File: src/rtl/pco_pkg.sv
// package for the program control operation block
// assumes one core clock and a decoder that presents one op at a time
package pco_pkg;
  // ******************************************************************
  // widths and opcodes
  // ******************************************************************
  localparam int WORD_W  = 24;
  localparam int TAG_W   = 17;
  localparam int SECT_N  = 8;
  localparam int SECT_W  = 3;
  localparam int BITN_W  = 5;
  localparam logic [4:0] BIT_MAX = 5'h17;

  // address forms of the tested operand
  localparam logic [2:0] FORM_EA  = 3'h0;
  localparam logic [2:0] FORM_ABS = 3'h1;
  localparam logic [2:0] FORM_IOP = 3'h2;
  localparam logic [2:0] FORM_IOQ = 3'h3;
  localparam logic [2:0] FORM_REG = 3'h4;
  localparam logic [23:0] IOP_BASE = 24'hFFFFC0;
  localparam logic [23:0] IOQ_BASE = 24'hFFFF80;
  localparam logic [23:0] ABS_BASE = 24'h000000;
  localparam logic [5:0]  SHORT_MASK = 6'h3F;

  // effective address modes
  localparam logic [2:0] EA_POSTDEC_N = 3'h0;
  localparam logic [2:0] EA_POSTINC_N = 3'h1;
  localparam logic [2:0] EA_INDIRECT  = 3'h2;
  localparam logic [2:0] EA_POSTINC   = 3'h3;
  localparam logic [2:0] EA_INDEXED   = 3'h4;
  localparam logic [2:0] EA_PREDEC    = 3'h5;

  typedef enum logic [3:0] {
    OP_NONE  = 4'h0, OP_IF    = 4'h1, OP_IFU   = 4'h2, OP_BRZ  = 4'h3,
    OP_BRO   = 4'h4, OP_CALLZ = 4'h5, OP_CALLO = 4'h6, OP_LOCKA= 4'h7,
    OP_UNLA  = 4'h8, OP_LOCKR = 4'h9, OP_UNLR  = 4'hA, OP_FREE = 4'hB,
    OP_FLUSH = 4'hC, OP_FLUN  = 4'hD, OP_TRAP  = 4'hE, OP_TRAPC= 4'hF
  } pco_op_e;

  // condition codes
  localparam logic [3:0] CC_CC = 4'h0, CC_GE = 4'h1, CC_NE = 4'h2, CC_PL = 4'h3;
  localparam logic [3:0] CC_NN = 4'h4, CC_EC = 4'h5, CC_LC = 4'h6, CC_GT = 4'h7;
  localparam logic [3:0] CC_CS = 4'h8, CC_LT = 4'h9, CC_EQ = 4'hA, CC_MI = 4'hB;
  localparam logic [3:0] CC_NR = 4'hC, CC_ES = 4'hD, CC_LS = 4'hE, CC_LE = 4'hF;
  // status flag positions within the condition code byte
  localparam int F_C = 0, F_V = 1, F_Z = 2, F_N = 3, F_U = 4, F_E = 5, F_L = 6;
  localparam logic [23:0] PC_STEP = 24'h000001;
endpackage

File: src/rtl/pco_ctrl.sv
// program control operation executor
// Function
// - conditional alu op writes result only when condition holds
// - flag-updating variant also writes alu status to ccr when true
// - branch on bit zero jumps to pc plus displacement, else steps
// - branch on bit one jumps when tested bit is one, else steps
// - displacement is a 24-bit pc-relative extension word
// - absolute low form reaches x or y locations 0 through 63
// - first short io form reaches FFFFC0 through FFFFFF
// - second short io form reaches FFFF80 through FFFFBF
// - any on-chip register may be the tested source
// - six effective address modes supported for tested operand
// - call on bit zero pushes return and status then jumps
// - call on bit one pushes return and status then jumps
// - lock hits sector or loads 17-bit tag into lru then locks
// - unlock hits sector or loads lru tag leaving it unlocked
// - relative lock forms use pc plus 24-bit signed displacement
// - free-all clears every sector lock only
// - full flush invalidates all, unlocks, resets lru and tags
// - unlocked flush invalidates unlocked only, resets lru
// - unconditional trap starts trap exception processing
// - conditional trap starts exception only when condition holds
// - conditions evaluated from c, z, n, v, e, u, l flags
// assumes op_valid pulses with operands already fetched by the pipeline
`timescale 1ns/1ns
`default_nettype none
module pco_ctrl
  import pco_pkg::*;
(
  input  wire logic              clock,
  input  wire logic              rst_n,
  input  wire logic              op_valid,
  input  wire pco_op_e           op_code,
  input  wire logic [3:0]        cond_sel,
  input  wire logic [7:0]        ccr_flags,
  input  wire logic [WORD_W-1:0] pc,
  input  wire logic [WORD_W-1:0] ext_word,
  input  wire logic [BITN_W-1:0] bit_num,
  input  wire logic [2:0]        src_form,
  input  wire logic              src_is_y,
  input  wire logic [5:0]        short_addr,
  input  wire logic [2:0]        ea_mode,
  input  wire logic [WORD_W-1:0] addr_reg,
  input  wire logic [WORD_W-1:0] offset_reg,
  input  wire logic [WORD_W-1:0] reg_value,
  input  wire logic [WORD_W-1:0] mem_data,
  input  wire logic [WORD_W-1:0] status_reg,
  input  wire logic [WORD_W-1:0] alu_result,
  input  wire logic [7:0]        alu_flags,
  output logic [WORD_W-1:0]      mem_addr,
  output logic                   mem_is_y,
  output logic [WORD_W-1:0]      addr_reg_new,
  output logic                   addr_reg_we,
  output logic                   alu_write,
  output logic [WORD_W-1:0]      alu_write_data,
  output logic                   ccr_write,
  output logic [7:0]             ccr_write_data,
  output logic                   pc_load,
  output logic [WORD_W-1:0]      pc_value,
  output logic                   stack_push,
  output logic [WORD_W-1:0]      push_return,
  output logic [WORD_W-1:0]      push_status,
  output logic                   pipe_flush,
  output logic                   trap_start,
  output logic [SECT_N-1:0]      sector_locked,
  output logic [SECT_N-1:0]      sector_valid,
  output logic [SECT_W-1:0]      sector_lru
);
  // ******************************************************************
  // helpers
  // ******************************************************************
  // condition test, shared by alu, trap paths
  function automatic logic cond_true(input logic [3:0] cc, input logic [7:0] f);
    logic nv;
    nv = f[F_N] ^ f[F_V];
    case (cc)
      CC_CC:   cond_true = !f[F_C];
      CC_CS:   cond_true = f[F_C];
      CC_EC:   cond_true = !f[F_E];
      CC_ES:   cond_true = f[F_E];
      CC_EQ:   cond_true = f[F_Z];
      CC_NE:   cond_true = !f[F_Z];
      CC_GE:   cond_true = !nv;
      CC_LT:   cond_true = nv;
      CC_GT:   cond_true = !(f[F_Z] | nv);
      CC_LE:   cond_true = f[F_Z] | nv;
      CC_LC:   cond_true = !f[F_L];
      CC_LS:   cond_true = f[F_L];
      CC_MI:   cond_true = f[F_N];
      CC_PL:   cond_true = !f[F_N];
      CC_NR:   cond_true = f[F_Z] | (f[F_U] & f[F_E]);
      CC_NN:   cond_true = !(f[F_Z] | (f[F_U] & f[F_E]));
      default: cond_true = 1'b0;
    endcase
  endfunction

  // pc relative target, wraps in 24 bits
  function automatic logic [WORD_W-1:0] rel_target(input logic [WORD_W-1:0] p,
                                                   input logic [WORD_W-1:0] d);
    rel_target = p + d;
  endfunction

  // ******************************************************************
  // operand address generation
  // ******************************************************************
  logic [WORD_W-1:0] ea_addr, ea_update, short_ext;
  logic              ea_writes;
  logic [WORD_W-1:0] operand, next_mem_addr;
  logic              tested_bit, cc_ok;

  assign short_ext = {18'h0, short_addr & SHORT_MASK};

  // effective address and its register update
  always_comb begin
    ea_addr   = addr_reg;
    ea_update = addr_reg;
    ea_writes = 1'b0;
    case (ea_mode)
      EA_POSTDEC_N: begin
        ea_update = addr_reg - offset_reg;
        ea_writes = 1'b1;
      end
      EA_POSTINC_N: begin
        ea_update = addr_reg + offset_reg;
        ea_writes = 1'b1;
      end
      EA_POSTINC: begin
        ea_update = addr_reg + PC_STEP;
        ea_writes = 1'b1;
      end
      EA_INDEXED: ea_addr = addr_reg + offset_reg;
      EA_PREDEC: begin
        ea_addr   = addr_reg - PC_STEP;
        ea_update = addr_reg - PC_STEP;
        ea_writes = 1'b1;
      end
      default: ea_addr = addr_reg; // register indirect
    endcase
  end

  // address presented to x or y memory for the tested operand
  always_comb begin
    case (src_form)
      FORM_ABS: next_mem_addr = ABS_BASE | short_ext;
      FORM_IOP: next_mem_addr = IOP_BASE | short_ext;
      FORM_IOQ: next_mem_addr = IOQ_BASE | short_ext;
      default:  next_mem_addr = ea_addr;
    endcase
  end
  assign mem_addr = next_mem_addr;
  assign mem_is_y = src_is_y;

  // register source bypasses memory; bit numbers above 23 read zero
  assign operand    = (src_form == FORM_REG) ? reg_value : mem_data;
  assign tested_bit = (bit_num <= BIT_MAX) ? operand[bit_num] : 1'b0;
  assign cc_ok      = cond_true(cond_sel, ccr_flags);

  // ******************************************************************
  // execute decisions
  // ******************************************************************
  logic is_bit_op, is_call, jump, want_one;
  logic [WORD_W-1:0] lock_addr;
  logic n_alu_w, n_ccr_w, n_pc_ld, n_push, n_flush, n_trap, n_arw;
  logic [WORD_W-1:0] n_pc, n_ret;

  always_comb begin
    is_bit_op = op_code inside {OP_BRZ, OP_BRO, OP_CALLZ, OP_CALLO};
    is_call   = op_code inside {OP_CALLZ, OP_CALLO};
    want_one  = op_code inside {OP_BRO, OP_CALLO};
    jump      = op_valid && is_bit_op && (tested_bit == want_one);
    n_alu_w   = op_valid && (op_code inside {OP_IF, OP_IFU}) && cc_ok;
    n_ccr_w   = op_valid && (op_code == OP_IFU) && cc_ok;
    n_push    = jump && is_call;
    n_pc_ld   = op_valid && is_bit_op;
    n_ret     = pc + PC_STEP + PC_STEP;
    n_pc      = jump ? rel_target(pc, ext_word) : pc + PC_STEP + PC_STEP;
    n_flush   = jump;
    n_trap    = op_valid && ((op_code == OP_TRAP) ||
                ((op_code == OP_TRAPC) && cc_ok));
    n_arw     = op_valid && is_bit_op && ea_writes && (src_form == FORM_EA);
    lock_addr = (op_code inside {OP_LOCKR, OP_UNLR}) ?
                rel_target(pc, ext_word) : ea_addr;
  end

  // cache maintenance state
  pco_cache_ctl u_cache (
    .clock       (clock),
    .rst_n       (rst_n),
    .do_lock     (op_valid && (op_code inside {OP_LOCKA, OP_LOCKR})),
    .do_unlock   (op_valid && (op_code inside {OP_UNLA, OP_UNLR})),
    .do_free     (op_valid && (op_code == OP_FREE)),
    .do_flush    (op_valid && (op_code == OP_FLUSH)),
    .do_flush_un (op_valid && (op_code == OP_FLUN)),
    .addr        (lock_addr),
    .lock_state  (sector_locked),
    .valid_state (sector_valid),
    .lru_sector  (sector_lru)
  );

  // ******************************************************************
  // registered results, one cycle after op_valid
  // ******************************************************************
  always_ff @(posedge clock or negedge rst_n) begin
    if (!rst_n) begin
      alu_write      <= 1'b0;
      alu_write_data <= '0;
      ccr_write      <= 1'b0;
      ccr_write_data <= '0;
      pc_load        <= 1'b0;
      pc_value       <= '0;
      stack_push     <= 1'b0;
      push_return    <= '0;
      push_status    <= '0;
      pipe_flush     <= 1'b0;
      trap_start     <= 1'b0;
      addr_reg_we    <= 1'b0;
      addr_reg_new   <= '0;
    end else begin
      alu_write      <= n_alu_w;
      alu_write_data <= alu_result;
      ccr_write      <= n_ccr_w;
      ccr_write_data <= alu_flags;
      pc_load        <= n_pc_ld;
      pc_value       <= n_pc;
      stack_push     <= n_push;
      push_return    <= n_ret;
      push_status    <= status_reg;
      pipe_flush     <= n_flush;
      trap_start     <= n_trap;
      addr_reg_we    <= n_arw;
      addr_reg_new   <= ea_update;
    end
  end
endmodule
`default_nettype wire

File: src/rtl/pco_cache_ctl.sv
// sector lock, tag and lru state of the instruction cache
// assumes one maintenance command per cycle from the control block
`timescale 1ns/1ns
`default_nettype none
module pco_cache_ctl
  import pco_pkg::*;
(
  input  wire logic              clock,
  input  wire logic              rst_n,
  input  wire logic              do_lock,
  input  wire logic              do_unlock,
  input  wire logic              do_free,
  input  wire logic              do_flush,
  input  wire logic              do_flush_un,
  input  wire logic [WORD_W-1:0] addr,
  output logic [SECT_N-1:0]      lock_state,
  output logic [SECT_N-1:0]      valid_state,
  output logic [SECT_W-1:0]      lru_sector
);
  // ******************************************************************
  // state
  // ******************************************************************
  logic [TAG_W-1:0]  tag [SECT_N];
  logic [TAG_W-1:0]  next_tag [SECT_N];
  logic [SECT_N-1:0] lock, next_lock, valid, next_valid;
  logic [SECT_W-1:0] age [SECT_N];
  logic [SECT_W-1:0] next_age [SECT_N];
  logic [TAG_W-1:0]  want;
  logic              hit;
  logic [SECT_W-1:0] hit_idx, victim, used;

  assign want        = addr[WORD_W-1 -: TAG_W];
  assign lock_state  = lock;
  assign valid_state = valid;
  assign lru_sector  = victim;

  // tag match and oldest sector search
  always_comb begin
    hit     = 1'b0;
    hit_idx = '0;
    victim  = '0;
    for (int i = 0; i < SECT_N; i++) begin
      if (valid[i] && tag[i] == want) begin
        hit     = 1'b1;
        hit_idx = SECT_W'(i);
      end
      if (age[i] == SECT_W'(SECT_N-1)) victim = SECT_W'(i);
    end
  end

  // next values; default lru is identity order, default tag is zero
  always_comb begin
    next_lock  = lock;
    next_valid = valid;
    used       = hit ? hit_idx : victim;
    for (int i = 0; i < SECT_N; i++) begin
      next_tag[i] = tag[i];
      next_age[i] = age[i];
    end
    if (do_lock || do_unlock) begin
      if (!hit) begin
        next_tag[victim]   = want;
        next_valid[victim] = 1'b1;
      end
      next_lock[used] = do_lock;
      for (int i = 0; i < SECT_N; i++)
        if (age[i] < age[used]) next_age[i] = age[i] + SECT_W'(1);
      next_age[used] = '0;
    end else if (do_free) begin
      next_lock = '0;
    end else if (do_flush) begin
      next_lock  = '0;
      next_valid = '0;
      for (int i = 0; i < SECT_N; i++) begin
        next_tag[i] = '0;
        next_age[i] = SECT_W'(i);
      end
    end else if (do_flush_un) begin
      for (int i = 0; i < SECT_N; i++) begin
        next_age[i] = SECT_W'(i);
        if (!lock[i]) begin
          next_tag[i]   = '0;
          next_valid[i] = 1'b0;
        end
      end
    end
  end

  // registers only
  always_ff @(posedge clock or negedge rst_n) begin
    if (!rst_n) begin
      lock  <= '0;
      valid <= '0;
      for (int i = 0; i < SECT_N; i++) begin
        tag[i] <= '0;
        age[i] <= SECT_W'(i);
      end
    end else begin
      lock  <= next_lock;
      valid <= next_valid;
      tag   <= next_tag;
      age   <= next_age;
    end
  end
endmodule
`default_nettype wire

File: config.mk
export PLATFORM = sky130hd
export DESIGN_NAME = pco_ctrl
export DESIGN_NICKNAME = d
export VERILOG_FILES = /design/src/rtl/pco_pkg.sv /design/src/rtl/pco_ctrl.sv /design/src/rtl/pco_cache_ctl.sv
export SDC_FILE = /design/constraint.sdc
export NUM_CORES = 1
export LEC_CHECK = 0
export BUFFER_PORTS_ARGS = -buffer_cell sky130_fd_sc_hd__clkbuf_2
export CELL_PAD_IN_SITES_DETAIL_PLACEMENT = 0
export CELL_PAD_IN_SITES_GLOBAL_PLACEMENT = 1
export CORE_MARGIN = 2
export CORE_UTILIZATION = 43
export DETAILED_ROUTE_END_ITERATION = 10
export PLACE_DENSITY = 0.84
export SKIP_LAST_GASP = 1
export SYNTH_ARGS = -nofsm -noshare
export SYNTH_HDL_FRONTEND = slang
export SYNTH_HIERARCHICAL = 1
export SYNTH_SLANG_ARGS = --single-unit
File: constraint.sdc
create_clock -name clock -period 5.6 [get_ports clock]
set_clock_uncertainty 0.1 [all_clocks]
set_input_delay 1.12 -clock clock [delete_from_list [all_inputs] [get_ports clock]]
set_output_delay 1.12 -clock clock [all_outputs]
set_load 0.05 [all_outputs]
# After elaboration in Yosys (flattened, before gate mapping)
# Index checks and enable logic that the tools add are counted.
# word_totals
latch_bits	0
out_inout_bits	179
reg_bits	311
n_memories	0
romBits	0
in_bits	237
word_cells	300
ram_bits	0
# classes
bitwise_logic	9
n_div	0
addsub	15
shift	0
n_mul	0
order_cmp	18
reduce_logical	60
n_eq_ne	64
n_mux	96
# op_table
operator	n
two-way mux 136 bit	5
two-way mux 24 bit	7
two-way mux 17 bit	9
bitwise mux 136 bit	1
== test 17 bit	8
case mux 24 bit (4 select lines)	1
two-way mux 3 bit	28
adder 24 x 1 -> 24 bit (second input constant)	3
case mux 24 bit (3 select lines)	1
== test 4 bit (second input constant)	16
two-way mux 8 bit	8
demux 17 bit (select 3 bit)	1
adder 24 bit	2
case mux 24 bit (2 select lines)	1
== test 4 x 3 -> 1 bit (second input constant)	8
AND reduction 4 bit	8
== test 3 bit (second input constant)	10
logical AND 1 bit	28
adder 3 x 1 -> 3 bit (second input constant)	8
AND 24 bit	1
< comparator 3 bit	8
!= test 3 x 2 -> 1 bit (second input constant)	8
NOT 24 bit	1
subtractor 24 x 1 -> 24 bit (second input constant)	1
35 further kinds	90

# Logic depth before layout (Yosys ltp)
# Gate-level depths: netlist of run 1.
# depth
word_depth	23
mapped_depth	29
mapped_depth_nobuf	27

# Modules after synthesis
# The synthesis of run 1 kept the hierarchy.
# modules_own_cells
module	cells_per_inst	area_each_um2	instances	seq_area_each_um2
pco_ctrl	1271	11034.3	1	3378.2
pco_cache_ctl	1072	10413.7	1	4419.2

# Worst setup path after synthesis of run 1
# Ideal clock, no wire load.
# synth_path
kind	input to register
start	input port addr_reg[0]
end	register u_cache/age[10] (netlist name)
setup_time_ps	130
arrival_ps	8364
cell_stages	25
required_ps	5370
slack_ps	-2994
n_path_buf	1
cell_sequence	ha_1 fa_1 a211oi_1 o21ai_0 a2111oi_2 nor2_1 o311a_1 a22o_1 a211oi_1 mux2i_1 xor2_1 or4b_1 or3_1 o311ai_1 a31oi_1 o21ai_4 clkbuf_1 mux2i_1 o22ai_1 a2111oi_0 ha_1 and2_1 a221o_1 a21oi_1 o22ai_1
# synth_via
elab_chain_len	23
elab_cells_between_ends	51
cone_classes	2 x add/sub; 3 x order compare; 8 x eq/ne; 26 x mux; 3 x bitwise; 9 x reduce/logical
# synth_lines
item	line_no	source
start: declaration	pco_ctrl.sv:43	input wire logic [WORD_W-1:0] addr_reg,
subtractor 24 x 1 -> 24 bit or adder 24 bit (tied branches)	pco_ctrl.sv:133, pco_ctrl.sv:131	
case mux 24 bit (2 select lines) *	pco_ctrl.sv:118	case (ea_mode)
two-way mux 24 bit *	pco_ctrl.sv:181	lock_addr = (op_code inside {OP_LOCKR, OP_UNLR}) ?
net lock_addr[22]	pco_ctrl.sv:162	logic [WORD_W-1:0] lock_addr;
== test 17 bit	pco_cache_ctl.sv:43	if (valid[i] && tag[i] == want) begin
logical AND 1 bit	pco_cache_ctl.sv:43	
two-way mux 1 bit (8 in series)	pco_cache_ctl.sv:43	
two-way mux 3 bit *	pco_cache_ctl.sv:55	used = hit ? hit_idx : victim;
NOT 3 -> 4 bit (implied by the code) *	pco_cache_ctl.sv:67, pco_cache_ctl.sv:68	
binary-select mux 3 bit (select 3 bit)	pco_cache_ctl.sv:67	if (age[i] < age[used]) next_age[i] = age[i] + SECT_W'(1);
two-way mux 3 bit (implied by the code) (2 in series)	pco_cache_ctl.sv:67	
< comparator 3 bit	pco_cache_ctl.sv:67	
two-way mux 3 bit	pco_cache_ctl.sv:67	
two-way mux 3 bit	pco_cache_ctl.sv:60	if (do_lock || do_unlock) begin
AND 24 bit (no source line) *	-	
two-way mux 24 bit *	pco_cache_ctl.sv:60	
end signal: indexed assignment	pco_cache_ctl.sv:96	age[i] <= SECT_W'(i);
end signal: assignment	pco_cache_ctl.sv:102	age <= next_age;
end: declaration	pco_cache_ctl.sv:26	logic [SECT_W-1:0] age [SECT_N];
# Mark *: on every way through the listed nets, which the timed path passes. The rest lies on a longest branch. The select of a mux whose other input is x is not followed.
# A chain may end at the register's enable or synchronous reset.

# Final worst setup path of run 1
# layout_path
start	input port offset_reg[0]
end	register u_cache/age[10] (netlist name)
# layout_via
elab_chain_len	23
elab_cells_between_ends	50
cone_classes	1 x add/sub; 3 x order compare; 8 x eq/ne; 26 x mux; 3 x bitwise; 9 x reduce/logical
# layout_lines
item	line_no	source
start: declaration	pco_ctrl.sv:44	input wire logic [WORD_W-1:0] offset_reg,
adder 24 bit *	pco_ctrl.sv:131	EA_INDEXED: ea_addr = addr_reg + offset_reg;
case mux 24 bit (2 select lines) *	pco_ctrl.sv:118	
two-way mux 24 bit *	pco_ctrl.sv:181	
net lock_addr[14]	pco_ctrl.sv:162	
== test 17 bit	pco_cache_ctl.sv:43	
logical AND 1 bit	pco_cache_ctl.sv:43	
two-way mux 1 bit (8 in series)	pco_cache_ctl.sv:43	
two-way mux 3 bit *	pco_cache_ctl.sv:55	
NOT 3 -> 4 bit (implied by the code) *	pco_cache_ctl.sv:67, pco_cache_ctl.sv:68	
binary-select mux 3 bit (select 3 bit)	pco_cache_ctl.sv:67	
two-way mux 3 bit (implied by the code) (2 in series)	pco_cache_ctl.sv:67	
< comparator 3 bit	pco_cache_ctl.sv:67	
two-way mux 3 bit	pco_cache_ctl.sv:67	
two-way mux 3 bit	pco_cache_ctl.sv:60	
AND 24 bit (no source line) *	-	
two-way mux 24 bit *	pco_cache_ctl.sv:60	
# Marks and branches as above.

==> results_dict.tcl, run 1 <==
set metrics [dict create \
    tightestPinTransition_ns 1.05 \
    reg2reg_depth 18 \
    ir_worst_vdd_uv 227 \
    path_class "primary input to flop" \
    critPathRequiredTime_ns 5.98 \
    startpoint_type "primary input" \
    status "finished, violations left" \
    root_buffer "clkbuf_16" \
    rsz0062_at_grt "yes" \
    hold_ws_ns 0.400 \
    yosys_warnings 6 \
    cp_max_fo 4 \
    power_density_mw_per_mm2 379 \
    hold_viol 0 \
    antenna_found_initial 1 \
    portBuffers 412 \
    maxCapViolations 0 \
    ios 416 \
    cp-endpoint "u_cache/age[10]" \
    clk_latency_ns 0.57 \
    leakagePower_nw 14.3 \
    wirelength_um 85600 \
    fin_cells 3902 \
    grt-ovfl-total 0 \
    finalWorstSetupSlack_ns -1.52 \
    fin_crit_ns 7.12 \
    cp-end-kind "flop" \
    synth_cells 2330 \
    numCtsBuffers 37 \
    max-slew-margin-rel 0.298 \
    clkTransAtPathRegs_ns 0.06 \
    grt_pass1_vias 22624 \
    grt_usage 0.322 \
    violations "setup timing" \
    clkSinkCount 311 \
    r2r_slack_ns 1.21 \
    finalInstanceArea_mm2 0.0306 \
    floorplan.initialDensity 0.436 \
    drt-vias-per-instance 5.82 \
    vias 22716 \
    ant_nets 0 \
    syn_area_mm2 0.0214 \
    drc_errors 0 \
    finalWeightedCongestion 0.988 \
    htreeDepth 2 \
    timing.rr.end "u_cache/age[10]" \
    die-width_um 227 \
    syn_to_final_growth_pct 43.0 \
    cpPeakStageDelay_ns 0.48 \
    slew_viol_final 0 \
    fin_setup_tns_ns -153.32 \
    crit_start "offset_reg[0]" \
    finalCritPeriodShare 1.27 \
    hpwl_um 66800 \
    crit_top_cell "buf_4" \
    crit_slowest_cell "or4b_4" \
    crit_family "compound AO/OA/AOI/OAI gates" \
    fmax_mhz 141 \
    cts_tree "built" \
    cp_num_buf_inv 6 \
    first_iter_violations 1983 \
    reg2reg_from "u_cache/tag[85]" \
    drive_above_1_share 0.376 \
    place_area_mm2 0.0280 \
    dieArea_mm2 0.0515 \
    grt_max_degree 133 \
    power_w 0.0116 \
    final_nets 3544 \
    coreArea_mm2 0.0491 \
    cp_num_cells 30 \
    wl_per_cell_um 21.9 \
    firstDrtPassIters 5 \
    crit_arrival_ns 7.50 \
    hp-class "flop to flop" \
    clk_path_buf_depth 3 \
    synth.net_count 2665 \
    avgSynthCellArea_um2 9.18 \
    setup_viol 176 \
    dp_cells 3797 \
    rows 81 \
    grt_pass1_wl_um 128000 \
    die_h_um 227 \
]
==> layer usage <==
| metal | part of all wire | routed length, µm | vias up | GRT usage |
|---|---|---|---|---|
| li1 | - | - | 10379 | - |
| met1 | 0.41 | 34800 | 11079 | 0.406 |
| met2 | 0.48 | 40800 | 1042 | 0.544 |
| met3 | 0.072 | 6210 | 216 | 0.0556 |
| met4 | 0.045 | 3820 | 0 | 0.140 |
| met5 | 0 | 0 | - | 0 |
==> area by class of cell <==
type | instances | area (µm²)
Clock inverter | 13 | 198
Multi-Input combinational cell | 1833 | 13700
Sequential cell | 311 | 7800
Antenna cell | 1 | 2.50
Inverter | 73 | 274
Fill cell | 4167 | 18500
Clock buffer | 54 | 1090
Timing Repair Buffer | 953 | 6660
Tap cell | 664 | 831
==> how the worst min path moves through the flow <==
| stage | start | endpoint | cells after the start |
|---|---|---|---|
| after detailed placement | u_cache/tag[33] | u_cache/tag[33] | 2 |
| after CTS | u_cache/tag[33] | u_cache/tag[33] | 2 |
| after global placement | u_cache/tag[127] | u_cache/tag[127] | 2 |
| after floorplan | u_cache/tag[84] | u_cache/tag[84] | 2 |
| final | u_cache/tag[42] | u_cache/tag[42] | 2 |
| after global routing | u_cache/tag[114] | u_cache/tag[114] | 1 |
==> cells in the final DEF, fill, tap and decap left out, drive strengths merged, types with 33 or more instances in the layout <==
master	instances
a21o	34
a21oi	139
a22o	44
a32o	33
buf	547
clkbuf	460
dfrtp	299
ha	95
inv	74
mux2i	45
nand2	196
nand3	71
nand4	72
nor2	171
nor3	59
o21ai	175
xnor2	170
xor2	63
==> where the power goes <==
part | total (W) | switching, W | leakage [nW] | internal, W
registers | 0.00287 | 0.000324 | 3.99 | 0.00255
clock network | 0.00257 | 0.00103 | 0.632 | 0.00155
logic | 0.00615 | 0.00344 | 9.71 | 0.00270
==> worst min-delay path, cell delays in order, from the launching register on <==
cell and delay, ns:
dfrtp_1 0.35, nand2_1 0.05, o21ai_0 0.06
==> sequential cells by signal (all words and copies together), names as in the netlist, 8 cells and up <==
name	cells
addr_reg_new	24
alu_write_data	24
ccr_write_data	8
pc_value	24
push_return	24
push_status	24
u_cache/age	24
u_cache/lock_state	8
u_cache/tag	136
u_cache/valid_state	8
==> what timing repair did <==
| action | in CTS | in global routing |
|---|---|---|
| setup buffers | 15 | 21 |
| hold endpoints to repair | 0 | 0 |
| gates cloned | 0 | 6 |
| pin swaps | 44 | 69 |
| hold buffers | 0 | 0 |
| gates resized for setup | 58 | 123 |
| setup endpoints to repair | 178 | 185 |
==> stage by stage <==
| step | utilization | setup WS [ns] |
|---|---|---|
| 3_3_place_gp | 0.571 | -2.58 |
| 4_1_cts | 0.607 | -1.89 |
| 5_1_grt | 0.623 | -1.78 |
| 2_1_floorplan | - | -1.44 |
| 3_5_place_dp | 0.571 | -2.60 |
| 6_report | 0.623 | -1.52 |
No activity file was read; power rests on OpenSTA's default activity.
==> inputs of run 2 (changes only) <==
==> constraint.sdc (replaced) <==
create_clock -name clock -period 6.7 [get_ports clock]
set_clock_uncertainty 0.1 [all_clocks]
set_input_delay 1.005 -clock clock [delete_from_list [all_inputs] [get_ports clock]]
set_output_delay 1.005 -clock clock [all_outputs]
set_load 0.05 [all_outputs]
==> run 2 against run 1 <==
Net effect:
- the flow still finishes with violations (setup timing)
- combinational power decreased by 20%
- worst setup slack improved by 1.1 ns
- power decreased by 19%
- sequential cell count unchanged
- count of clock-buffer cells in the layout decreased by 5
- register-to-register slack improved by 1.1 ns
- via count decreased by 2.2%
- clock power decreased by 21%
- final cell count decreased by 1.1%
- critical path depth decreased by 3
- die area unchanged
- routed wire length decreased by 5.4%
- critical path type unchanged
- largest cell class unchanged
- highest routed layer unchanged
==> results_dict.tcl, run 2 (synthesis gave the netlist of run 1 again) <==
set metrics [dict create \
    cp_max_fo 4 \
    final_nets 3501 \
    wirelength_um 81000 \
    power_density_mw_per_mm2 315 \
    top_register "u_cache/tag" \
    grt_usage 0.307 \
    antenna_found_initial 0 \
    hpwl_um 63000 \
    crit_arrival_ns 7.47 \
    clkTransAtPathRegs_ns 0.06 \
    hp-class "primary input to async pin" \
    cp-end-kind "flop" \
    first_iter_violations 1759 \
    portBuffers 412 \
    rsz0062_at_grt "yes" \
    layout_common_cells "buf_4 (475), clkbuf_2 (409), dfrtp_1 (299), nand2_1 (195)" \
    ios 416 \
    status "finished, violations left" \
    drt-vias-per-instance 5.76 \
    fin_crit_ns 7.14 \
    r2r_slack_ns 2.32 \
    grt_pass1_vias 21941 \
    finalCritPeriodShare 1.07 \
    wl_per_cell_um 21.0 \
    hold_viol 0 \
    firstDrtPassIters 6 \
    crit_family "compound AO/OA/AOI/OAI gates" \
    htreeDepth 2 \
    cp_num_cells 27 \
    dieArea_mm2 0.0515 \
    largest_reg_flops 136 \
    critPathRequiredTime_ns 7.03 \
    drc_errors 0 \
    violations "setup timing" \
    timing.rr.end "u_cache/age[23]" \
    setup_viol 24 \
    syn_to_final_growth_pct 38.6 \
    leakagePower_nw 13.9 \
    grt_pass1_wl_um 124000 \
    grt-ovfl-total 0 \
    place_area_mm2 0.0275 \
    floorplan.initialDensity 0.436 \
    root_buffer "clkbuf_16" \
    antenna_cells 0 \
    coreArea_mm2 0.0491 \
    clk_path_buf_depth 3 \
    fin_cells 3858 \
    crit_slowest_cell "or4b_1" \
    cp_num_buf_inv 3 \
    rows 81 \
    path_class "primary input to flop" \
    die-width_um 227 \
    tightestPinTransition_ns 1.05 \
    die_h_um 227 \
    finalWeightedCongestion 0.965 \
    numCtsBuffers 37 \
    reg2reg_from "u_cache/age[13]" \
    vias 22218 \
    ant_nets 0 \
    startpoint_type "primary input" \
    clkSinkCount 311 \
    finalWorstSetupSlack_ns -0.440 \
    fmax_mhz 140 \
    drive_above_1_share 0.356 \
    reg2reg_depth 15 \
    finalInstanceArea_mm2 0.0296 \
    slew_viol_final 0 \
    max-slew-margin-rel 0.302 \
    clk_latency_ns 0.55 \
    cpPeakStageDelay_ns 0.48 \
    final_common_cell "buf_4" \
    maxCapViolations 0 \
    grt_max_degree 179 \
    ir_worst_vdd_uv 235 \
    cts_tree "built" \
    dp_cells 3769 \
]
[run 2: cell count changes in the layout (fill, tap and decap cells not counted), moves of 5 or more]
cell	delta
clkbuf_2	+6
buf_4	-18
o21ai_1	-12
buf_12	-15
nand2_1	+8
mux2i_2	-5
nand2_2	-6
buf_6	-10
o21ai_0	+15
xnor2_1	+8
clkinvlp_4	+5
xnor2_2	-7
[run 2: repair_timing]
item | in CTS | in global routing
cloned | 0 | 0
setup buffers | 14 | 11
pin swaps | 34 | 48
setup endpoints to repair | 24 | 50
gates resized for setup | 70 | 60
hold buffers | 0 | 0
[run 2: worst max-delay path by stage]
stage,start,to
floorplan,addr_reg[0],u_cache/age[10]
global placement,addr_reg[1],u_cache/age[21]
detailed placement,addr_reg[0],u_cache/age[21]
CTS,addr_reg[0],u_cache/age[9]
global route,addr_reg[2],u_cache/age[9]
finish,addr_reg[0],u_cache/age[9]
[run 2: layout make-up]
cell class | instances | area [µm²]
inverter | 73 | 277
fill | 4241 | 19400
tap | 664 | 831
sequential | 311 | 7800
timing repair buffer | 910 | 6020
multi-input combinational | 1833 | 13500
clock buffer | 49 | 1030
clock inverter | 18 | 188
[run 2: routing by layer]
layer | wire length [µm] | vias up | global-route usage
met3 | 5710 | 158 | 0.0436
met4 | 2540 | 0 | 0.0983
met5 | 0 | - | 0
met2 | 39200 | 967 | 0.531
met1 | 33600 | 10800 | 0.397
li1 | - | 10293 | -
[run 2: worst register-to-register path, delay by kind of cell, from the launching register on]
kind,cells,cell delay (ns)
AOI/OAI and AO/OA,6,1.62
adders and majority gates,2,0.45
buffers and inverters,2,0.35
DFF,1,0.60
muxes,1,0.12
and+or+nand+nor,4,1.04
[run 2: power breakdown]
group	internal, W	leakage, nW	switching [W]
logic	0.00215	9.29	0.00278
clock network	0.00118	0.585	0.000846
registers	0.00213	3.99	0.000262
[run 2: metrics by stage]
step	power [W]	setup slack, ns	hold slack [ns]	setup TNS, ns	util
after floorplan	0.00493	-0.227	0.363	-1.44	-
after detailed placement	0.00669	-1.17	0.387	-53.57	0.561
after global routing	0.00980	-0.644	0.355	-11.64	0.604
after CTS	0.00908	-0.251	0.338	-2.97	0.597
after global placement	0.00657	-1.06	0.379	-41.74	0.561
final	0.00934	-0.440	0.316	-7.21	0.604
